===== src/fbc_pkg.sv =====
// constants for the fifo batch configuration block
package fbc_pkg;
  // register indices on the register port
  localparam logic [3:0] ADDR_WTM        = 4'h0;
  localparam logic [3:0] ADDR_COMPR      = 4'h1;
  localparam logic [3:0] ADDR_BDR        = 4'h2;
  localparam logic [3:0] ADDR_MODE       = 4'h3;
  localparam logic [3:0] ADDR_CNT_HI     = 4'h4;
  localparam logic [3:0] ADDR_CNT_LO     = 4'h5;
  localparam logic [3:0] ADDR_STATUS1    = 4'h6;
  localparam logic [3:0] ADDR_STATUS2    = 4'h7;
  // reset values
  localparam logic [7:0] RST_REG         = 8'h00;
  // field positions
  localparam int STOP_WTM_BIT            = 7;
  localparam int COMPR_RT_BIT            = 6;
  localparam int CFG_CHG_BIT             = 4;
  localparam int UNC_RATE_LSB            = 1;
  localparam int CH2_BATCH_BIT           = 0;
  localparam int GY_RATE_LSB             = 4;
  localparam int XL_RATE_LSB             = 0;
  localparam int TS_DEC_LSB              = 6;
  localparam int TEMP_RATE_LSB           = 4;
  localparam int EIS_EN_BIT              = 3;
  localparam int MODE_LSB                = 0;
  localparam int TRIG_LSB                = 5;
  localparam int CNT_TH_HI_LSB           = 0;
  // sizes
  localparam int ENTRY_BYTES             = 7;
  localparam int FIFO_ENTRIES            = 256;
  localparam int STAGE_DEPTH             = 16;
  // batch rate, decimation and trigger codes
  localparam logic [3:0] RATE_OFF        = 4'h0;
  localparam logic [3:0] RATE_MAX_CODE   = 4'hc;
  localparam logic [1:0] UNC_NEVER       = 2'h0;
  localparam logic [1:0] TS_OFF          = 2'h0;
  localparam logic [1:0] TS_DIV1         = 2'h1;
  localparam logic [1:0] TS_DIV8         = 2'h2;
  localparam logic [1:0] TRIG_XL         = 2'h0;
  localparam logic [1:0] TRIG_GY         = 2'h1;
  // tick counts for forced and decimation periods
  localparam logic [5:0] UNC_P8          = 6'h08;
  localparam logic [5:0] UNC_P16         = 6'h10;
  localparam logic [5:0] UNC_P32         = 6'h20;
  localparam logic [5:0] TS_P8           = 6'h08;
  localparam logic [5:0] TS_P32          = 6'h20;
  // entry kinds pushed to storage
  typedef enum logic [2:0] {
    FBC_K_ACCEL = 3'b000,
    FBC_K_GYRO  = 3'b001,
    FBC_K_TS    = 3'b010,
    FBC_K_TEMP  = 3'b011,
    FBC_K_CFG   = 3'b100,
    FBC_K_CH2   = 3'b101,
    FBC_K_EIS   = 3'b110
  } fbc_kind_e;
endpackage


===== src/fbc_stage_fifo.sv =====
// small staging fifo with valid/ready on both sides
`timescale 1ns/100ps
module fbc_stage_fifo #(
  parameter int WIDTH = 8,
  parameter int DEPTH = 16
) (
  input  wire logic             clk,
  input  wire logic             srst,
  input  wire logic             ce,
  input  wire logic [WIDTH-1:0] in_data,
  input  wire logic             in_valid,
  output logic                  in_ready,
  output logic [WIDTH-1:0]      out_data,
  output logic                  out_valid,
  input  wire logic             out_ready
);
  localparam int AW = $clog2(DEPTH);
  logic [WIDTH-1:0] mem [DEPTH];
  logic [AW-1:0]    wr_ptr;
  logic [AW-1:0]    rd_ptr;
  logic [AW:0]      count;
  logic             push;
  logic             pop;

  assign push      = in_valid && in_ready;
  assign pop       = out_valid && out_ready;
  assign in_ready  = (count != (AW+1)'(DEPTH)); // compare at full counter width
  assign out_valid = (count != '0);
  assign out_data  = mem[rd_ptr];

  // storage and pointers
  always_ff @(posedge clk) begin
    if (srst) begin
      wr_ptr <= '0;
      rd_ptr <= '0;
      count  <= '0;
    end else if (ce) begin
      if (push) begin
        mem[wr_ptr] <= in_data;
        wr_ptr      <= wr_ptr + 1'b1;
      end
      if (pop) begin
        rd_ptr <= rd_ptr + 1'b1;
      end
      count <= count + (AW+1)'(push) - (AW+1)'(pop);
    end
  end
endmodule


===== src/fbc_fifo_batch_cfg.sv =====
// fifo batch configuration, batch pacing and sample counter
`timescale 1ns/100ps
module fbc_fifo_batch_cfg
  import fbc_pkg::*;
#(
  parameter int FIFO_DEPTH = FIFO_ENTRIES,
  parameter int STG_DEPTH  = STAGE_DEPTH
) (
  input  wire logic       clk,
  input  wire logic       srst,
  input  wire logic       ce,
  input  wire logic       reg_wr,
  input  wire logic       reg_rd,
  input  wire logic [3:0] reg_addr,
  input  wire logic [7:0] reg_wdata,
  output logic [7:0]      reg_rdata,
  input  wire logic [3:0] rate_tick,
  input  wire logic       accel_sample,
  input  wire logic       gyro_sample,
  input  wire logic       eis_sample,
  input  wire logic       ch2_sample,
  input  wire logic       hub_tick,
  input  wire logic       temp_tick,
  input  wire logic       accel_dual_channel_enable,
  input  wire logic       state_machine_batch_go,
  input  wire logic       entry_read,
  output logic [2:0]      entry_kind,
  output logic            entry_compress,
  output logic            entry_valid,
  output logic [2:0]      fifo_mode,
  output logic            watermark_flag,
  output logic            sample_counter_flag,
  output logic            fifo_full
);
  // rate_tick is a spare input; its bits are gathered below and otherwise unused
  logic [7:0] watermark_threshold;
  logic       stop_at_watermark;
  logic       runtime_compress_enable;
  logic       config_change_batch_enable;
  logic       accel_ch2_batch_from_state_machine;
  logic [1:0] forced_uncompressed_rate;
  logic [3:0] gyro_batch_rate;
  logic [3:0] accel_batch_rate;
  logic [1:0] timestamp_decimation;
  logic [1:0] temperature_batch_rate;
  logic       gyro_stabilizer_batch_enable;
  logic [2:0] mode_field;
  logic [1:0] sample_counter_trigger;
  logic [9:0] sample_counter_threshold;
  logic [9:0] sample_count;
  logic [8:0] level;
  logic [8:0] cap;
  logic       room;
  logic       accel_on;
  logic       gyro_on;
  logic       ch2_on;
  logic       eis_on;
  logic [3:0] max_batch_rate;
  logic       max_tick;
  logic [5:0] ts_cnt;
  logic [5:0] ts_period;
  logic [5:0] unc_cnt;
  logic [5:0] unc_period;
  logic       force_unc;
  logic       cfg_pending;
  logic       trig_hit;
  logic [2:0] push_kind;
  logic       push_valid;
  logic       push_ready;
  logic       stg_valid;
  logic [2:0] stg_kind;
  logic       stg_take;
  logic       temp_go;
  logic       unused_hub;

  ////////////////////////////////////////////////////////////////////////
  // register writes; codes 13..15 are stored as written and treated as off by the enables
  always_ff @(posedge clk) begin
    if (srst) begin
      watermark_threshold                <= RST_REG;
      stop_at_watermark                  <= 1'b0;
      runtime_compress_enable            <= 1'b0;
      config_change_batch_enable         <= 1'b0;
      accel_ch2_batch_from_state_machine <= 1'b0;
      forced_uncompressed_rate           <= UNC_NEVER;
      gyro_batch_rate                    <= RATE_OFF;
      accel_batch_rate                   <= RATE_OFF;
      timestamp_decimation               <= TS_OFF;
      temperature_batch_rate             <= 2'h0;
      gyro_stabilizer_batch_enable       <= 1'b0;
      mode_field                         <= 3'h0;
      sample_counter_trigger             <= TRIG_XL;
      sample_counter_threshold           <= 10'h000;
    end else if (ce && reg_wr) begin
      case (reg_addr)
        ADDR_WTM: watermark_threshold <= reg_wdata;
        ADDR_COMPR: begin
          stop_at_watermark                  <= reg_wdata[STOP_WTM_BIT];
          runtime_compress_enable            <= reg_wdata[COMPR_RT_BIT];
          config_change_batch_enable         <= reg_wdata[CFG_CHG_BIT];
          forced_uncompressed_rate           <= reg_wdata[UNC_RATE_LSB +: 2];
          accel_ch2_batch_from_state_machine <= reg_wdata[CH2_BATCH_BIT];
        end
        ADDR_BDR: begin
          gyro_batch_rate  <= reg_wdata[GY_RATE_LSB +: 4];
          accel_batch_rate <= reg_wdata[XL_RATE_LSB +: 4];
        end
        ADDR_MODE: begin
          timestamp_decimation         <= reg_wdata[TS_DEC_LSB +: 2];
          temperature_batch_rate       <= reg_wdata[TEMP_RATE_LSB +: 2];
          gyro_stabilizer_batch_enable <= reg_wdata[EIS_EN_BIT];
          mode_field                   <= reg_wdata[MODE_LSB +: 3];
        end
        ADDR_CNT_HI: begin
          sample_counter_trigger         <= reg_wdata[TRIG_LSB +: 2];
          sample_counter_threshold[9:8]  <= reg_wdata[CNT_TH_HI_LSB +: 2];
        end
        ADDR_CNT_LO: sample_counter_threshold[7:0] <= reg_wdata;
        default: ;
      endcase
    end
  end

  ////////////////////////////////////////////////////////////////////////
  // enables and the fastest batch rate
  always_comb begin
    accel_on = (accel_batch_rate != RATE_OFF)
               && (accel_batch_rate <= RATE_MAX_CODE);
    gyro_on  = (gyro_batch_rate != RATE_OFF)
               && (gyro_batch_rate <= RATE_MAX_CODE);
    ch2_on   = accel_ch2_batch_from_state_machine && accel_dual_channel_enable
               && state_machine_batch_go;
    eis_on   = gyro_stabilizer_batch_enable;
    max_batch_rate = RATE_OFF;
    if (accel_on && accel_batch_rate > max_batch_rate) max_batch_rate = accel_batch_rate;
    if (gyro_on && gyro_batch_rate > max_batch_rate) max_batch_rate = gyro_batch_rate;
  end

  // the max-rate event: any batched accel, gyro, ch2 or eis sample, or a hub tick
  assign max_tick = (accel_on && accel_sample) || (gyro_on && gyro_sample)
                    || (ch2_on && ch2_sample) || (eis_on && eis_sample)
                    || hub_tick;
  assign unused_hub = |rate_tick;

  // decimation and forced-uncompressed periods
  always_comb begin
    case (timestamp_decimation)
      TS_DIV1: ts_period = 6'h01;
      TS_DIV8: ts_period = TS_P8;
      default: ts_period = TS_P32;
    endcase
    case (forced_uncompressed_rate)
      2'h1:    unc_period = UNC_P8;
      2'h2:    unc_period = UNC_P16;
      default: unc_period = UNC_P32;
    endcase
  end

  ////////////////////////////////////////////////////////////////////////
  // timestamp decimation and forced-uncompressed counters
  always_ff @(posedge clk) begin
    if (srst) begin
      ts_cnt  <= 6'h00;
      unc_cnt <= 6'h00;
    end else if (ce) begin
      // idle at zero while timestamps are off, so the first event after enabling emits one if it is a hub tick that no sample or config entry outranks
      if (timestamp_decimation == TS_OFF) begin
        ts_cnt <= 6'h00;
      end else if (max_tick) begin
        ts_cnt <= (ts_cnt + 6'h01 >= ts_period) ? 6'h00 : ts_cnt + 6'h01;
      end
      if (max_tick) begin
        unc_cnt <= (unc_cnt + 6'h01 >= unc_period) ? 6'h00 : unc_cnt + 6'h01;
      end
    end
  end
  assign force_unc = (forced_uncompressed_rate != UNC_NEVER) && (unc_cnt == 6'h00);

  // config change pending: set on rate or mode register writes while config-change batching is on, cleared once pushed
  always_ff @(posedge clk) begin
    if (srst) begin
      cfg_pending <= 1'b0;
    end else if (ce) begin
      if (reg_wr && (reg_addr == ADDR_BDR || reg_addr == ADDR_MODE)
          && config_change_batch_enable) begin
        cfg_pending <= 1'b1;
      end else if (push_valid && push_ready && push_kind == FBC_K_CFG) begin
        cfg_pending <= 1'b0;
      end
    end
  end

  ////////////////////////////////////////////////////////////////////////
  // entry selection, one per cycle, fixed priority
  assign temp_go = (temperature_batch_rate != 2'h0) && temp_tick;
  always_comb begin
    push_valid = 1'b1;
    push_kind  = FBC_K_ACCEL;
    if (cfg_pending) push_kind = FBC_K_CFG;
    else if (accel_on && accel_sample) push_kind = FBC_K_ACCEL;
    else if (gyro_on && gyro_sample) push_kind = FBC_K_GYRO;
    else if (ch2_on && ch2_sample) push_kind = FBC_K_CH2;
    else if (eis_on && eis_sample) push_kind = FBC_K_EIS;
    else if (timestamp_decimation != TS_OFF && max_tick && ts_cnt == 6'h00)
      push_kind = FBC_K_TS;
    else if (temp_go) push_kind = FBC_K_TEMP;
    else push_valid = 1'b0;
  end

  fbc_stage_fifo #(.WIDTH(3), .DEPTH(STG_DEPTH)) u_stage (
    .clk       (clk),
    .srst      (srst),
    .ce        (ce),
    .in_data   (push_kind),
    .in_valid  (push_valid),
    .in_ready  (push_ready),
    .out_data  (stg_kind),
    .out_valid (stg_valid),
    .out_ready (stg_take)
  );

  ////////////////////////////////////////////////////////////////////////
  // storage level in entries, capped by stop-at-watermark
  assign cap  = stop_at_watermark ? {1'b0, watermark_threshold} : 9'(FIFO_DEPTH);
  assign room = level < cap;
  assign stg_take = stg_valid && room; // stall staging when storage is at its cap
  always_ff @(posedge clk) begin
    if (srst) begin
      level <= 9'h000;
    end else if (ce) begin
      level <= level + 9'(stg_take) - 9'(entry_read && level != 9'h000);
    end
  end

  // entry strobe to storage
  always_ff @(posedge clk) begin
    if (srst) begin
      entry_valid    <= 1'b0;
      entry_kind     <= FBC_K_ACCEL;
      entry_compress <= 1'b0;
    end else if (ce) begin
      entry_valid    <= stg_take;
      if (stg_take) entry_kind <= stg_kind; // never show an unwritten stage word
      entry_compress <= stg_take && runtime_compress_enable && !force_unc
                        && (stg_kind == FBC_K_ACCEL || stg_kind == FBC_K_GYRO);
    end
  end

  ////////////////////////////////////////////////////////////////////////
  // sample counter on real samples of the chosen trigger
  always_comb begin
    case (sample_counter_trigger)
      TRIG_XL: trig_hit = stg_take && stg_kind == FBC_K_ACCEL;
      TRIG_GY: trig_hit = stg_take && stg_kind == FBC_K_GYRO;
      default: trig_hit = stg_take && stg_kind == FBC_K_EIS;
    endcase
  end

  always_ff @(posedge clk) begin
    if (srst) begin
      sample_count <= 10'h000;
    end else if (ce) begin
      if (level == 9'h000 && !stg_take) sample_count <= 10'h000;
      else if (trig_hit) sample_count <= sample_count + 10'h001;
    end
  end

  // counter flag: set wins over clear-on-read of the second status
  always_ff @(posedge clk) begin
    if (srst) begin
      sample_counter_flag <= 1'b0;
    end else if (ce) begin
      if (trig_hit && sample_count + 10'h001 == sample_counter_threshold)
        sample_counter_flag <= 1'b1;
      else if (reg_rd && reg_addr == ADDR_STATUS2)
        sample_counter_flag <= 1'b0;
    end
  end

  ////////////////////////////////////////////////////////////////////////
  // status outputs and read data
  always_ff @(posedge clk) begin
    if (srst) begin
      watermark_flag <= 1'b0;
      fifo_full      <= 1'b0;
      fifo_mode      <= 3'h0;
      reg_rdata      <= RST_REG;
    end else if (ce) begin
      watermark_flag <= (level >= {1'b0, watermark_threshold});
      fifo_full      <= !room;
      fifo_mode      <= mode_field;
      case (reg_addr)
        ADDR_WTM:     reg_rdata <= watermark_threshold;
        ADDR_COMPR:   reg_rdata <= {stop_at_watermark, runtime_compress_enable, 1'b0,
                                    config_change_batch_enable, 1'b0,
                                    forced_uncompressed_rate,
                                    accel_ch2_batch_from_state_machine};
        ADDR_BDR:     reg_rdata <= {gyro_batch_rate, accel_batch_rate};
        ADDR_MODE:    reg_rdata <= {timestamp_decimation, temperature_batch_rate,
                                    gyro_stabilizer_batch_enable, mode_field};
        ADDR_CNT_HI:  reg_rdata <= {1'b0, sample_counter_trigger, 3'h0,
                                    sample_counter_threshold[9:8]};
        ADDR_CNT_LO:  reg_rdata <= sample_counter_threshold[7:0];
        ADDR_STATUS1: reg_rdata <= level[7:0];
        ADDR_STATUS2: reg_rdata <= {watermark_flag, 2'h0, sample_counter_flag,
                                    3'h0, level[8]};
        default:      reg_rdata <= 8'h00;
      endcase
    end
  end

  ////////////////////////////////////////////////////////////////////////
  // checks
  chk_wtm_flag: assert property (@(posedge clk) disable iff (srst)
    ce ##1 1'b1 |-> watermark_flag == ($past(level) >= {1'b0, $past(watermark_threshold)}))
    else $error("watermark flag does not track level");
  chk_stop_cap: assert property (@(posedge clk) disable iff (srst)
    stop_at_watermark && level >= {1'b0, watermark_threshold} |-> !stg_take)
    else $error("entry stored past watermark cap");
  chk_compress_off: assert property (@(posedge clk) disable iff (srst)
    ce && !runtime_compress_enable |=> !entry_compress)
    else $error("compression while disabled");
  chk_ctr_clear: assert property (@(posedge clk) disable iff (srst)
    ce && level == 9'h000 && !stg_take |=> sample_count == 10'h000)
    else $error("counter not cleared on empty");
  chk_ctr_flag: assert property (@(posedge clk) disable iff (srst)
    ce && trig_hit && sample_count + 10'h001 == sample_counter_threshold
    |=> sample_counter_flag)
    else $error("counter flag missed");
  chk_ctr_real: assert property (@(posedge clk) disable iff (srst)
    ce && !trig_hit && !(level == 9'h000 && !stg_take) |=> $stable(sample_count))
    else $error("counter moved without a sample");
  chk_rate_fold: assert property (@(posedge clk) disable iff (srst)
    accel_batch_rate > RATE_MAX_CODE |-> !accel_on)
    else $error("reserved rate code batched");
  chk_ch2_gate: assert property (@(posedge clk) disable iff (srst)
    push_valid && push_kind == FBC_K_CH2 |-> accel_dual_channel_enable && state_machine_batch_go)
    else $error("channel two batched without dual mode");
  chk_level_cap: assert property (@(posedge clk) disable iff (srst)
    level <= 9'(FIFO_DEPTH))
    else $error("level above storage depth");
  chk_eis_gate: assert property (@(posedge clk) disable iff (srst)
    push_valid && push_kind == FBC_K_EIS |-> gyro_stabilizer_batch_enable)
    else $error("stabilizer data batched while disabled");
  chk_ts_gate: assert property (@(posedge clk) disable iff (srst)
    push_valid && push_kind == FBC_K_TS |-> timestamp_decimation != TS_OFF)
    else $error("timestamp batched while decimation off");
  chk_temp_gate: assert property (@(posedge clk) disable iff (srst)
    push_valid && push_kind == FBC_K_TEMP |-> temperature_batch_rate != 2'h0)
    else $error("temperature batched while off");
  chk_mode_out: assert property (@(posedge clk) disable iff (srst)
    ce |=> fifo_mode == $past(mode_field))
    else $error("mode output does not follow register");
  chk_full_flag: assert property (@(posedge clk) disable iff (srst)
    ce |=> fifo_full == ($past(level) >= $past(cap)))
    else $error("full flag does not track the cap");
endmodule


===== config.mk =====
export PLATFORM = sky130hd
export DESIGN_NAME = fbc_fifo_batch_cfg
export DESIGN_NICKNAME = d
export VERILOG_FILES = /design/src/fbc_pkg.sv /design/src/fbc_stage_fifo.sv /design/src/fbc_fifo_batch_cfg.sv
export SDC_FILE = /design/constraint.sdc
export NUM_CORES = 1
export LEC_CHECK = 0
export ABC_CLOCK_PERIOD_IN_PS = 4200
export CAP_MARGIN = 20
export CORE_MARGIN = 2
export CORE_UTILIZATION = 30
export DETAILED_ROUTE_END_ITERATION = 8
export DONT_BUFFER_PORTS = 1
export GPL_TIMING_DRIVEN = 0
export SLEW_MARGIN = 20
export SYNTH_ARGS = -nofsm -noshare
export SYNTH_HDL_FRONTEND = slang
export SYNTH_HIERARCHICAL = 1
export SYNTH_SLANG_ARGS = --single-unit

===== constraint.sdc =====
create_clock -name clk -period 4.2 [get_ports clk]
set_input_delay 0.84 -clock clk [delete_from_list [all_inputs] [get_ports clk]]
set_output_delay 0.84 -clock clk [all_outputs]
set_load 0.03 [all_outputs]

==> results of run 1 <==
## power breakdown
group	leakage (nW)	switching (mW)	internal [mW]
Combinational	2.03	0.859	0.788
Sequential	1.35	0.181	1.66
Clock	0.289	0.734	0.799
Total	3.67	1.77	3.25
## cell families (layout without fill, tap and decap cells)
group	count (synthesis)	count (layout)	share of synthesized area, %
buffers and inverters	81	118	3.792
XOR/XNOR	35	35	3.866
AO/OA/AOI/OAI	134	134	10.59
AND/OR/NAND/NOR	296	296	17.80
multiplexers	83	83	12.10
flip-flops	158	158	42.97
adder cells (fa/ha/maj)	59	59	8.883
## repair_timing
item                                    in CTS  in global routing
endpoints found under the setup margin       0                  1
hold buffers                                 0                  0
setup buffers                                0                  4
endpoints found under the hold margin        0                  0
resized for setup                            0                 11
## stage by stage
| stage | setup WS [ns] | power, mW | area, µm² |
|---|---|---|---|
| final | 0.2301 | 5.024 | 9639 |
| after global routing | 0.01631 | 5.349 | 9639 |
| after CTS | 0.01552 | 4.947 | 9555 |
| after detailed placement | -0.1169 | 3.404 | 8966 |
| after global placement | -0.1030 | 3.377 | 8952 |
| after floorplan | 0.3001 | 3.051 | 8479 |
## critical path, delay by kind of cell, from the launching register on
kind                     cells  cell delay [ns]
AND/OR/NAND/NOR              6             1.47
adder cells (fa/ha/maj)      3             0.75
AO/OA/AOI/OAI                3             0.62
multiplexers                 2             0.56
flip-flops                   1             0.33
buffers and inverters        2             0.12
## sequential cells by signal, summed over array words and instances, names as in the netlist, 5 cells and up, named ones only
| register | count |
|---|---|
| u_stage/mem | 48 |
| sample_count | 10 |
| sample_counter_threshold | 10 |
| level | 9 |
| reg_rdata | 8 |
| watermark_threshold | 8 |
| ts_cnt | 6 |
| unc_cnt | 6 |
| u_stage/count | 5 |
## synthesized netlist by cell type (2+ instances only)
cell type                    n  area, µm²
sky130_fd_sc_hd__a211o_1     2      17.52
sky130_fd_sc_hd__a211oi_1   10      75.07
sky130_fd_sc_hd__a21o_1      4      30.03
sky130_fd_sc_hd__a21oi_1    38      190.2
sky130_fd_sc_hd__a22o_1      9      78.83
sky130_fd_sc_hd__a22oi_1    11      82.58
sky130_fd_sc_hd__a311oi_1    5      43.79
sky130_fd_sc_hd__a31oi_1     5      31.28
sky130_fd_sc_hd__and2_1     16      100.1
sky130_fd_sc_hd__and3_1      9      56.30
sky130_fd_sc_hd__and4_1      3      26.28
sky130_fd_sc_hd__buf_1       7      26.28
sky130_fd_sc_hd__buf_2       8      40.04
sky130_fd_sc_hd__clkbuf_1   17      63.81
sky130_fd_sc_hd__dfxtp_1   110       2202
sky130_fd_sc_hd__edfxtp_1   48       1441
sky130_fd_sc_hd__fa_1        2      40.04
sky130_fd_sc_hd__ha_1       57      713.2
sky130_fd_sc_hd__inv_1      48      180.2
sky130_fd_sc_hd__mux2_2      6      67.56
sky130_fd_sc_hd__mux2i_1    62      620.6
sky130_fd_sc_hd__mux4_2     15      337.8
sky130_fd_sc_hd__nand2_1    52      195.2
sky130_fd_sc_hd__nand2b_1   10      62.56
sky130_fd_sc_hd__nand3_1    29      145.1
sky130_fd_sc_hd__nand3b_1    7      52.55
sky130_fd_sc_hd__nand4_1    10      62.56
sky130_fd_sc_hd__nor2_1     91      341.6
sky130_fd_sc_hd__nor2b_1    16      100.1
sky130_fd_sc_hd__nor3_1     21      105.1
sky130_fd_sc_hd__nor3b_1     4      30.03
sky130_fd_sc_hd__nor4_1      7      43.79
sky130_fd_sc_hd__o211ai_1    5      37.54
sky130_fd_sc_hd__o21ai_0    21      105.1
sky130_fd_sc_hd__o21bai_1    2      15.01
sky130_fd_sc_hd__o22ai_1     4      25.02
sky130_fd_sc_hd__o31a_1      2      17.52
sky130_fd_sc_hd__o31ai_1     3      22.52
sky130_fd_sc_hd__o41ai_1     2      17.52
sky130_fd_sc_hd__or2_2       3      18.77
sky130_fd_sc_hd__or3_1       5      31.28
sky130_fd_sc_hd__or4_1       2      15.01
sky130_fd_sc_hd__xnor2_1    21      183.9
sky130_fd_sc_hd__xor2_1     12      105.1
## path summary, 6_finish.rpt
path | endpoint | start
max | u_stage/count[4] | gyro_batch_rate[0]
min | u_stage/count[3] | srst
max reg2reg | u_stage/count[4] | gyro_batch_rate[0]
min reg2reg | eis_on | eis_on
## cell type report
type | instances | area (µm²) | share of cell area (%)
Sequential cell | 158 | 3643 | 37.80
Clock buffer | 17 | 425.4 | 4.413
Inverter | 48 | 180.2 | 1.869
Tap cell | 378 | 473.0 | 4.907
Clock inverter | 15 | 163.9 | 1.700
Multi-Input combinational cell | 607 | 4572 | 47.43
Timing Repair Buffer | 5 | 37.54 | 0.3894
Buffer | 33 | 143.9 | 1.493
## layer usage
metal  wire (µm)  GRT usage (%)  vias to the layer above
met1       10460          20.79                     3068
met5           0              0                        -
met2       10230          24.74                      145
met3        1300          4.120                       30
li1            -              -                     3108
met4         486          5.225                        0
==> flow_summary.rst, run 1 <==
.. list-table::
   :header-rows: 1

   * - Metric
     - Value
   * - Result of the run
     - finished clean
   * - Global-route wire length before repair
     - roughly 35 mm
   * - Ordered list of cells on the worst path
     - or4_4 -> a31o_1 -> or3_1 -> a31oi_2 -> and2_4 -> nand3_2 -> nand2_1 -> ha_1 -> inv_1 -> ha_1 -> inv_1 -> fa_2 -> nand2b_1 -> a21oi_2 -> mux2i_1 -> mux2_2
   * - Fin crit share
     - about 95%
   * - Starting utilization of the core area
     - between 30 and 40%
   * - Pre-Repair DR Iteration Count
     - 6
   * - Minimum setup slack among reg-to-reg paths
     - between 0.2 and 0.25 ns
   * - Type of origin of the critical path
     - register
   * - Type of destination of the critical path
     - register
   * - Post-synthesis net count
     - 935
   * - Synthesized flop and latch total
     - ~160
   * - Hold Vio Cnt, Final
     - 0
   * - Horizontal die dimension
     - approximately 170 µm
   * - Total Wirelength
     - approximately 22 mm
   * - Num ports
     - between 40 and 50
   * - Clk_skew
     - ~0.023 ns
   * - H-tree depth reported by CTS
     - 4
   * - Critical path start-end classification
     - reg -> reg
   * - Power density normalized to cell area
     - 521.2 nW/µm²
   * - Count of inserted antenna diode cells
     - 0
   * - Clock-pin slew on the worst setup and hold paths
     - roughly 0.070 ns
   * - Vias
     - 6351
   * - Cells after synthesis
     - 846
   * - Count of input and output buffers
     - 0
   * - Antenna violations before repair
     - 0
   * - Netlist cell types
     - just under 70
   * - Initial DRC count
     - 470
   * - Routed vias/inst
     - 5.036
   * - Aggregate global-route resource usage
     - roughly 16%
   * - Layout cell share with drive strength beyond 1
     - roughly a tenth
   * - Insertion delay of the later-clocked pin in the worst-skew pair
     - between 0.4 and 0.5 ns
   * - MaxCap Viol Count
     - 0
   * - Count of placed standard cells in the final layout, fillers left out
     - 1261
   * - Post-synth EDFFs
     - 48
   * - Avg Inst Size Synth
     - around 10 µm²
   * - Number of placed instances, taps included
     - about 1200
   * - Routability Congestion
     - ~0.9
   * - Number of global-route vias before repair
     - slightly above 6000
   * - Static Leak
     - 3.666 nW
   * - Remaining max-slew budget at the tightest pin
     - between 40% and 50%
   * - Most common cell after layout, fill and taps aside
     - sky130_fd_sc_hd__dfxtp_1
   * - Min-delay worst type
     - in -> reg
   * - Cell with the largest stage delay on the worst path
     - sky130_fd_sc_hd__or4_4
   * - Final design utilization
     - around a third
   * - Required time of the critical path
     - ~4.5 ns
   * - Delay of the slowest critical-path stage
     - 0.55 ns
   * - Total CTS buffers
     - 17
   * - Area overhead of the layout relative to synthesis
     - 13.68%
   * - Average wire per cell in the routed design
     - 17.82 µm
   * - Highest fanout seen on the critical path
     - 4
   * - Prevailing post-synth register cell
     - sky130_fd_sc_hd__dfxtp_1
   * - RSZ-0062 raised after global routing
     - false
   * - Synth Warn #
     - 6
   * - # setup viols final
     - 0
   * - Clock buffer depth
     - 2
   * - Shortest period the worst path allows
     - about 4.0 ns
   * - Number of standard-cell rows in the floorplan
     - between 60 and 70
   * - Residual antenna-violating net count after detailed routing
     - 0
   * - Total half-perimeter wirelength after legalization and detailed placement
     - between 15 and 20 mm
   * - Total negative slack for setup checks
     - 0 ns
   * - CTS Root Buffer Type
     - sky130_fd_sc_hd__clkbuf_16
   * - Share of flip-flops with an asynchronous set or reset after synthesis
     - 0%
   * - CP arrival
     - between 4 and 5 ns
   * - Number of pins with negative max-slew slack in the final report
     - 0
   * - Maximum number of pins on one net before global-route repair
     - 19
   * - GRT Residual Overflow
     - 0
   * - Pin slew with the least headroom to its limit
     - a little under 0.9 ns
   * - Peak Freq
     - about 250 MHz
   * - Most frequent cells in the layout
     - sky130_fd_sc_hd__dfxtp_1 (110), sky130_fd_sc_hd__nor2_1 (91), sky130_fd_sc_hd__mux2i_1 (62), sky130_fd_sc_hd__ha_1 (57), sky130_fd_sc_hd__nand2_1 (52)
   * - Layout Nets
     - about 960
   * - Sequential fraction of the synthesis area
     - a little over two fifths
   * - Floorplan die area
     - about 30000 µm²
   * - R2R cell count
     - 16
   * - Height of the die
     - 172.1 µm
   * - Worst hold slack
     - between 0.4 and 0.5 ns
   * - Number of fill cells in the layout
     - between 2000 and 3000
   * - Worst IR Drop VDD
     - 0.2858 mV
   * - Cell area after technology mapping
     - approximately 8500 µm²
   * - Core Box Area
     - around 28000 µm²
   * - Clock sink count
     - between 150 and 200
   * - Hold-critical path depth
     - 1
   * - DR DRC count
     - 0
   * - TritonCTS clock tree
     - yes
No activity file was read; power rests on OpenSTA's default activity.
==> run 2, diff against run 1 <==
--- a/config.mk
+++ b/config.mk
@@ -16,4 +16,3 @@
 export SYNTH_ARGS = -nofsm -noshare
 export SYNTH_HDL_FRONTEND = slang
-export SYNTH_HIERARCHICAL = 1
 export SYNTH_SLANG_ARGS = --single-unit
==> constraint.sdc (replaced) <==
create_clock -name clk -period 4.2 [get_ports clk]
set_input_delay 0.21 -clock clk [delete_from_list [all_inputs] [get_ports clk]]
set_output_delay 0.21 -clock clk [all_outputs]
set_load 0.03 [all_outputs]
==> run 2 against run 1 <==
Via count rose by 1.2%. Critical endpoint is now level[8]. Clock skew fell by 0.010 ns. Core utilization rose by 0.15 points. Maximum frequency fell by 2.4%. Non-clock buffer count rose by 12.
==> flow_summary.rst, run 2 <==
.. list-table::
   :header-rows: 1

   * - Metric
     - Value
   * - GRT Residual Overflow
     - 0 (unchanged)
   * - Average wire per cell in the routed design
     - 17.84 µm (about the same)
   * - Core Box Area
     - 27710 µm² (-0.27%)
   * - Count of inserted antenna diode cells
     - 0 (unchanged)
   * - Sequential fraction of the synthesis area
     - 43.32% (+0.35 points)
   * - Total half-perimeter wirelength after legalization and detailed placement
     - 17.07 mm (+3.0%)
   * - Total Wirelength
     - 22.74 mm (+1.2%)
   * - Buffers & Inverters on Critical Path
     - 5 (+3)
   * - Minimum setup slack among reg-to-reg paths
     - 0.13 ns (-0.10 ns)
   * - CP Capture Point
     - level[8]
   * - RSZ-0062 raised after global routing
     - true
   * - Share of flip-flops with an asynchronous set or reset after synthesis
     - 0% (unchanged)
   * - Biggest area consumer among synthesized cells
     - sky130_fd_sc_hd__dfxtp_1
   * - Power density normalized to cell area
     - 523.9 nW/µm² (+0.52%)
   * - Family with the most delay on the worst path
     - compound AO/OA/AOI/OAI gates
   * - Aggregate global-route resource usage
     - 16.25% (+0.60 points)
   * - Most Frequent Cell on Critical Path
     - sky130_fd_sc_hd__a21oi_2
   * - Number of global-route vias before repair
     - 6196 (+0.80%)
   * - Post-synth EDFFs
     - 48 (unchanged)
   * - Cell Area, Placed
     - 8902 µm² (-0.71%)
   * - Maximum number of pins on one net before global-route repair
     - 18 (-1)
   * - Routed vias/inst
     - 5.043 (+0.13%)
   * - R2R cell count
     - 23 (+7)
   * - Pre-Repair DR Iteration Count
     - 5 (-1)
   * - Hold Vio Cnt, Final
     - 0 (unchanged)
   * - Cell with the largest stage delay on the worst path
     - sky130_fd_sc_hd__dfxtp_2
   * - Reg-to-Reg Start
     - stop_at_watermark
   * - Ordered list of cells on the worst path
     - buf_6 -> nand2_1 -> ha_4 -> a21o_1 -> a21oi_2 -> o21ai_1 -> a22oi_2 -> and2_4 -> clkinvlp_4 -> ha_1 -> inv_1 -> ha_1 -> inv_1 -> fa_2 -> nand2b_1 -> a21oi_2 -> o21ai_2 -> a21oi_2 -> o41ai_1 -> xnor2_1 -> buf_4 -> a21oi_1 -> a31o_2
   * - Destination of the worst register-to-register timing path
     - level[8]
   * - Cells after synthesis
     - 851 (+0.59%)
   * - Total negative slack for setup checks
     - 0 ns (unchanged)
   * - Prevailing post-synth register cell
     - sky130_fd_sc_hd__dfxtp_1
   * - Final design area excluding fillers
     - 9656 µm² (+0.17%)
   * - Type of destination of the critical path
     - register
   * - Most common cell after layout, fill and taps aside
     - sky130_fd_sc_hd__nor2_1
   * - Num ports
     - 49 (unchanged)
   * - Most repeated cell in the gate-level netlist after synthesis
     - sky130_fd_sc_hd__nor2_1
   * - Cell area after technology mapping
     - 8411 µm² (-0.81%)
   * - Initial DRC count
     - 528 (+12%)
   * - Netlist cell types
     - 70 (+1.4%)
   * - MaxCap Viol Count
     - 0 (unchanged)
   * - Number of flip-flops under the largest register name
     - 48 (unchanged)
   * - Min-delay worst type
     - in -> reg
   * - Number of standard-cell rows in the floorplan
     - 61 (unchanged)
   * - Vias
     - 6430 (+1.2%)
   * - CP arrival
     - 4.40 ns (+0.10 ns)
   * - Result of the run
     - finished clean
   * - Horizontal die dimension
     - 171.4 µm (-0.40%)
   * - Avg Inst Size Synth
     - 9.883 µm² (-1.4%)
   * - Starting utilization of the core area
     - 30.36% (-0.16 points)
   * - Total stage count of the critical path
     - 23 (+7)
   * - Launching instance or port of the critical path
     - stop_at_watermark
   * - Count of input and output buffers
     - 0 (unchanged)
   * - Clock-pin slew on the worst setup and hold paths
     - 0.07 ns (about the same)
   * - Layout Nets
     - 973 (+1.5%)
   * - CTS Root Buffer Type
     - sky130_fd_sc_hd__clkbuf_16
   * - Worst IR Drop VDD
     - 0.2201 mV (-23%)
   * - Clock buffer depth
     - 2 (unchanged)
   * - Routability Congestion
     - 0.9189 (+5.1%)
   * - # setup viols final
     - 0 (unchanged)
   * - TritonCTS clock tree
     - yes
   * - Synthesized flop and latch total
     - 158 (unchanged)
   * - Floorplan die area
     - 29390 µm² (-0.79%)
   * - Clock sink count
     - 158 (unchanged)
   * - Residual antenna-violating net count after detailed routing
     - 0 (unchanged)
   * - Global-route wire length before repair
     - 35.93 mm (+2.3%)
   * - Area share of the largest cell type after synthesis
     - 26.18% (+0.21 points)
   * - Height of the die
     - 171.4 µm (-0.40%)
   * - Total CTS buffers
     - 17 (unchanged)
   * - Number of pins with negative max-slew slack in the final report
     - 0 (unchanged)
   * - Fin crit share
     - 96.85% (+2.3 points)
   * - Remaining max-slew budget at the tightest pin
     - 26.02% (-16 points)
   * - Type of origin of the critical path
     - register
   * - Post-synthesis net count
     - 940 (+0.53%)
   * - Delay of the slowest critical-path stage
     - 0.35 ns (-0.20 ns)
   * - Cell types with the highest counts after synthesis
     - sky130_fd_sc_hd__nor2_1 (117), sky130_fd_sc_hd__dfxtp_1 (110), sky130_fd_sc_hd__mux2i_1 (62)
   * - Area overhead of the layout relative to synthesis
     - 14.80%
   * - Most frequent cells in the layout
     - sky130_fd_sc_hd__nor2_1 (117), sky130_fd_sc_hd__dfxtp_1 (109), sky130_fd_sc_hd__mux2i_1 (62), sky130_fd_sc_hd__nand2_1 (58), sky130_fd_sc_hd__ha_1 (56)
   * - Worst hold slack
     - 0.04039 ns (-0.4395 ns)
   * - Synth Warn #
     - 0 (-6)
   * - Critical path start-end classification
     - reg -> reg
   * - Shortest period the worst path allows
     - 4.068 ns (+0.09764 ns)
   * - Insertion delay of the later-clocked pin in the worst-skew pair
     - 0.44 ns (about the same)
   * - Peak Freq
     - 245.9 MHz (-2.4%)
   * - Leading registers by flop count
     - u_stage.mem (48), sample_count (10), sample_counter_threshold (10)
   * - Most area-consuming cells after synthesis
     - sky130_fd_sc_hd__dfxtp_1 (26%), sky130_fd_sc_hd__edfxtp_1 (17%), sky130_fd_sc_hd__ha_1 (8.5%), sky130_fd_sc_hd__mux2i_1 (7.4%), sky130_fd_sc_hd__nor2_1 (5.2%)
   * - Final design utilization
     - 34.85% (+0.15 points)
   * - Antenna violations before repair
     - 1 (+1)
   * - Highest fanout seen on the critical path
     - 10 (+6)
   * - H-tree depth reported by CTS
     - 4 (unchanged)
   * - Required time of the critical path
     - 4.53 ns (about the same)
   * - Pin slew with the least headroom to its limit
     - 1.101 ns (+0.2359 ns)
   * - Layout cell share with drive strength beyond 1
     - 10.37% (-0.051 points)
   * - Final Power
     - 5.059 mW (+0.69%)
   * - Static Leak
     - 3.531 nW (-3.7%)
   * - Clk_skew
     - 0.01277 ns (-0.01045 ns)
   * - Register with the most flip-flops
     - u_stage.mem
   * - DR DRC count
     - 0 (unchanged)
run 2: cell types whose count changed after synthesis, moves of 5 or more:
cell,previous run,this run
sky130_fd_sc_hd__buf_2,8,3
sky130_fd_sc_hd__nor2b_1,16,7
sky130_fd_sc_hd__nor3_1,21,9
sky130_fd_sc_hd__xnor2_1,21,26
sky130_fd_sc_hd__nor2_1,91,117
sky130_fd_sc_hd__a22o_1,9,3
sky130_fd_sc_hd__and2_1,16,7
sky130_fd_sc_hd__a21o_1,4,9
sky130_fd_sc_hd__nor4_1,7,2
sky130_fd_sc_hd__nand2_1,52,58
sky130_fd_sc_hd__nand3_1,29,43
sky130_fd_sc_hd__clkbuf_1,17,24
run 2: stage by stage:
| stage | cells | setup WS [ns] |
|---|---|---|
| 2_1_floorplan | 851 | 0.2452 |
| 3_3_place_gp | 1229 | -0.5697 |
| 5_1_grt | 1275 | -0.1301 |
| 4_1_cts | 1273 | 0.009805 |
| 3_5_place_dp | 1230 | -0.6050 |
| 6_report | 1275 | 0.1325 |
run 2: cells by family (layout without fill, tap and decap cells):
family,count (synthesis),in the layout,synth area share [%]
compound gates,146,146,12.05
buf+inv,83,129,4.046
fa+ha+maj,59,59,8.956
xor+xnor,38,38,3.957
mux,83,83,12.02
flops,158,158,43.32
simple gates,284,284,15.65
run 2: power by group:
group	internal (mW)	leakage, nW	switching, mW	total, mW
Combinational	0.801	1.88	0.898	1.70
Sequential	1.67	1.38	0.185	1.85
Clock	0.786	0.268	0.720	1.51
run 2: worst reg2reg max path, stage by stage (launching register included):
cell	delay [ns]
sky130_fd_sc_hd__dfxtp_2	0.35
sky130_fd_sc_hd__buf_6	0.13
sky130_fd_sc_hd__nand2_1	0.09
sky130_fd_sc_hd__ha_4	0.23
sky130_fd_sc_hd__a21o_1	0.18
sky130_fd_sc_hd__a21oi_2	0.12
sky130_fd_sc_hd__o21ai_1	0.08
sky130_fd_sc_hd__a22oi_2	0.32
sky130_fd_sc_hd__and2_4	0.23
sky130_fd_sc_hd__clkinvlp_4	0.11
sky130_fd_sc_hd__ha_1	0.30
sky130_fd_sc_hd__inv_1	0.05
sky130_fd_sc_hd__ha_1	0.15
sky130_fd_sc_hd__inv_1	0.06
sky130_fd_sc_hd__fa_2	0.34
sky130_fd_sc_hd__nand2b_1	0.16
sky130_fd_sc_hd__a21oi_2	0.15
sky130_fd_sc_hd__o21ai_2	0.08
sky130_fd_sc_hd__a21oi_2	0.17
sky130_fd_sc_hd__o41ai_1	0.09
sky130_fd_sc_hd__xnor2_1	0.14
sky130_fd_sc_hd__buf_4	0.14
sky130_fd_sc_hd__a21oi_1	0.06
sky130_fd_sc_hd__a31o_2	0.23
run 2: metal layers:
layer | up-vias | routed length, µm | track usage, %
li1 | 3120 | - | -
met1 | 3110 | 10210 | 20.78
met2 | 174 | 10880 | 26.99
met3 | 24 | 1257 | 3.935
met4 | 2 | 378 | 5.122
met5 | - | 11 | 0
run 2: how the worst min path moves through the flow:
stage                            start                         to  slack (ns)  cells after the start
after CTS                       reg_rd        sample_counter_flag        0.02                      3
after detailed placement  reg_wdata[7]    timestamp_decimation[1]        0.37                      2
after floorplan           reg_wdata[3]                     eis_on        0.35                      2
after global placement    reg_wdata[5]  temperature_batch_rate[1]        0.36                      2
final                           reg_rd        sample_counter_flag        0.04                      3
after global routing            reg_rd        sample_counter_flag        0.07                      3
run 2: what timing repair did:
item | in CTS | in global routing
buffers inserted | 3 | 3
pin swaps | 4 | 5
endpoints found under the hold margin | 42 | 0
setup endpoints to repair | 4 | 4
resized for setup | 7 | 7
hold buffers | 8 | 0
gates cloned | 0 | 0
run 2: cell type report:
cell class	count	area (µm²)
well taps	378	473.0
flip-flops and latches	158	3645
inverters	47	180.2
fillers	2787	18050
clock buffers	17	425.4
multi-input cells	610	4484
plain buffers	35	166.4
clock inverters	15	148.9
repair buffers	15	132.6
==> run 3, diff against run 2 <==
Settings changed: CAP_MARGIN 20 to 0, CORE_UTILIZATION 30 to 35, REMOVE_ABC_BUFFERS set to 1.
==> run 3 against run 2 <==
Global-route usage is 0.34 points higher. Total power fell by 0.49%. Hold slack worse by 0.022 ns. Routed wire length down 9.7%. Core utilization up 5.6 points. Critical endpoint is now level[4]. Highest routed layer unchanged.
==> flow_summary.rst, run 3 (synthesis gave the netlist of run 2 again) <==
.. list-table::
   :header-rows: 1

   * - Metric
     - Value
   * - Destination of the worst register-to-register timing path
     - level[4]
   * - Switch Pwr
     - 1.767 mW (-2.1%)
   * - Internal power
     - 3.267 mW (+0.38%)
   * - R2R cell count
     - 19 (-17%)
   * - Vias
     - 6210 (-3.4%)
   * - Reg-to-Reg Start
     - stop_at_watermark
   * - TritonCTS clock tree
     - yes
   * - Sequential fraction of design power
     - 37.6% (+1.0 points)
   * - Crit path setup slack, layout
     - 0.1821 ns (+0.04966 ns)
   * - Layout Nets
     - 941 (-3.3%)
   * - Pre-Repair DR Iteration Count
     - 5 (unchanged)
   * - Fin crit share
     - 95.66% (-1.2 points)
   * - Min-delay worst type
     - in -> reg
   * - Type of origin of the critical path
     - register
   * - Clock share of power
     - 31.8% (+2.0 points)
   * - Residual antenna-violating net count after detailed routing
     - 0 (unchanged)
   * - Share of power burned in combinational logic
     - 30.7% (-2.9 points)
   * - Num ports
     - 49 (unchanged)
   * - Worst hold slack
     - 0.01860 ns (-0.02179 ns)
   * - Minimum setup slack among reg-to-reg paths
     - 0.18 ns (+0.05 ns)
   * - Most frequent cells in the layout
     - sky130_fd_sc_hd__nor2_1 (117), sky130_fd_sc_hd__dfxtp_1 (107), sky130_fd_sc_hd__mux2i_1 (62), sky130_fd_sc_hd__nand2_1 (58), sky130_fd_sc_hd__ha_1 (55)
   * - GRT Residual Overflow
     - 0 (unchanged)
   * - H-tree depth reported by CTS
     - 4 (unchanged)
   * - Static Leak
     - 3.525 nW (-0.18%)
   * - Leading registers by flop count
     - u_stage.mem (48), sample_count (10), sample_counter_threshold (10)
   * - Initial DRC count
     - 443 (-16%)
   * - Register with the most flip-flops
     - u_stage.mem
   * - Sequential cell area
     - 3650 µm² (+0.14%)
   * - Most common cell after layout, fill and taps aside
     - sky130_fd_sc_hd__nor2_1
   * - Type of destination of the critical path
     - register
   * - Antenna violations before repair
     - 1 (unchanged)
   * - Average wire per cell in the routed design
     - 17.35 µm (-2.7%)
   * - Total CTS buffers
     - 17 (unchanged)
   * - Number of standard-cell rows in the floorplan
     - 56 (-8.2%)
   * - Number of fill cells in the layout
     - 2334 (-16%)
   * - Floorplan die area
     - 25290 µm² (-14%)
   * - Clock-pin slew on the worst setup and hold paths
     - 0.07 ns (about the same)
   * - Worst IR Drop VDD
     - 0.2849 mV (+29%)
   * - Number of global-route vias before repair
     - 6005 (-3.1%)
   * - Number of flip-flops under the largest register name
     - 48 (unchanged)
   * - Pin slew with the least headroom to its limit
     - 0.9284 ns (-0.1728 ns)
   * - Multi-input combinational cell area
     - 4492 µm² (+0.17%)
   * - Number of pins with negative max-slew slack in the final report
     - 0 (unchanged)
   * - Clk_skew
     - 0.01590 ns (+0.003129 ns)
   * - Insertion delay of the later-clocked pin in the worst-skew pair
     - 0.44 ns (about the same)
   * - Result of the run
     - finished clean
   * - Core Box Area
     - 23540 µm² (-15%)
   * - Pre-CTS worst setup slack
     - -0.9504 ns (-0.3454 ns)
   * - Global-route wire length before repair
     - 33.34 mm (-7.2%)
   * - Height of the die
     - 159.0 µm (-7.2%)
   * - Power density normalized to cell area
     - 528.1 nW/µm² (+0.80%)
   * - Starting utilization of the core area
     - 35.72% (+5.4 points)
   * - Count of inserted antenna diode cells
     - 0 (unchanged)
   * - Layout cell share with drive strength beyond 1
     - 10.64% (+0.27 points)
   * - Shortest period the worst path allows
     - 4.018 ns (-0.04966 ns)
   * - Peak Freq
     - 248.9 MHz (+1.2%)
   * - Routed vias/inst
     - 5.245 (+4.0%)
   * - Total half-perimeter wirelength after legalization and detailed placement
     - 13.89 mm (-19%)
   * - Required time of the critical path
     - 4.52 ns (about the same)
   * - Count of input and output buffers
     - 0 (unchanged)
   * - Remaining max-slew budget at the tightest pin
     - 38.02% (+12 points)
   * - Maximum number of pins on one net before global-route repair
     - 98 (+80)
   * - Critical path start-end classification
     - reg -> reg
   * - Launching instance or port of the critical path
     - stop_at_watermark
   * - Horizontal die dimension
     - 159.0 µm (-7.2%)
   * - Aggregate global-route resource usage
     - 16.59% (+0.34 points)
   * - CP Capture Point
     - level[4]
   * - # setup viols final
     - 0 (unchanged)
   * - Clock buffer depth
     - 2 (unchanged)
   * - CTS Root Buffer Type
     - sky130_fd_sc_hd__clkbuf_16
   * - Total Wirelength
     - 20.55 mm (-9.7%)
   * - MaxCap Viol Count
     - 0 (unchanged)
   * - CP arrival
     - 4.34 ns (-0.06 ns)
   * - Hold Vio Cnt, Final
     - 0 (unchanged)
   * - Area overhead of the layout relative to synthesis
     - 13.33%
   * - Clock sink count
     - 158 (unchanged)
   * - Routability Congestion
     - 0.7907 (-14%)
   * - Switching part of the total
     - 35.09% (-0.56 points)
   * - DR DRC count
     - 0 (unchanged)
   * - Highest fanout seen on the critical path
     - 8 (-2)
run 3: cell count changes in the layout (fill, tap and decap cells not counted), sizes merged:
cell	delta
clkbuf	-24
inv	+2
clkinvlp	-4
dlygate4sd3	+2
bufinv	+1
buf	-10
clkinv	+1
run 3: power by group through the flow:
| stage | registers [mW] | clock network (mW) | logic, mW |
|---|---|---|---|
| after floorplan | 1.86 | 0 | 1.14 |
| after global placement | 1.93 | 0 | 1.36 |
| after detailed placement | 1.93 | 0 | 1.39 |
| after CTS | 1.89 | 1.63 | 1.50 |
| after global routing | 1.92 | 1.68 | 1.75 |
| final | 1.89 | 1.60 | 1.54 |
run 3: worst min path at each step:
stage / from / end / slack, ns / cells past startpoint
floorplan: srst / accel_ch2_batch_from_state_machine / 0.28 / 1
global placement: srst / level[3] / 0.29 / 1
detailed placement: srst / level[4] / 0.30 / 1
CTS: ce / fifo_full / 0.001 / 2
global route: srst / level[8] / 0.02 / 2
finish: srst / level[8] / 0.02 / 2
run 3: metal layers:
layer	global-route usage [%]	share of wire, %	vias up
met5	0	0.063	-
met2	26.80	46	130
met3	3.282	4.4	29
li1	-	-	3061
met4	5.661	2.0	2
met1	22.29	47	2988
run 3: final cells by class:
| class | count | area share [%] |
|---|---|---|
| Multi-Input combinational cell | 610 | 47.13 |
| Sequential cell | 158 | 38.29 |
| Clock buffer | 17 | 4.463 |
| Tap cell | 319 | 4.187 |
| Clock inverter | 15 | 2.022 |
| Timing Repair Buffer | 18 | 2.022 |
| Inverter | 47 | 1.890 |
run 3: through the flow:
| stage | total power, mW | util (%) | cell area (µm²) | setup TNS, ns | cells |
|---|---|---|---|---|---|
| floorplan | 3.000 | - | 8247 | 0 | 815 |
| global placement | 3.292 | 36.72 | 8646 | -2.955 | 1134 |
| detailed placement | 3.318 | 36.86 | 8677 | -2.981 | 1136 |
| CTS | 5.021 | 40.21 | 9467 | 0 | 1182 |
| global route | 5.352 | 40.49 | 9532 | -0.009455 | 1184 |
| finish | 5.034 | 40.49 | 9532 | 0 | 1184 |
run 3: worst max-delay path, cell delays in order (launching register included):
cell                            delay [ns]
sky130_fd_sc_hd__dfxtp_4              0.40
sky130_fd_sc_hd__nand2_1              0.07
sky130_fd_sc_hd__ha_1                 0.28
sky130_fd_sc_hd__a21o_1               0.19
sky130_fd_sc_hd__a21oi_2              0.12
sky130_fd_sc_hd__o21ai_0              0.09
sky130_fd_sc_hd__a22oi_2              0.30
sky130_fd_sc_hd__and2_4               0.22
sky130_fd_sc_hd__clkinvlp_4           0.17
sky130_fd_sc_hd__ha_4                 0.27
sky130_fd_sc_hd__inv_1                0.05
sky130_fd_sc_hd__ha_2                 0.17
sky130_fd_sc_hd__inv_1                0.05
sky130_fd_sc_hd__fa_2                 0.34
sky130_fd_sc_hd__nand2b_1             0.16
sky130_fd_sc_hd__a21oi_2              0.15
sky130_fd_sc_hd__o21ai_2              0.08
sky130_fd_sc_hd__a31oi_1              0.16
sky130_fd_sc_hd__nor2_1               0.06
sky130_fd_sc_hd__dlygate4sd3_1        0.57
run 3: what timing repair did:
action	in CTS	in global routing
setup buffers	2	2
hold endpoints to repair	104	0
endpoints found under the setup margin	8	3
hold buffers	12	0
pin swaps	2	4
resized for setup	4	12
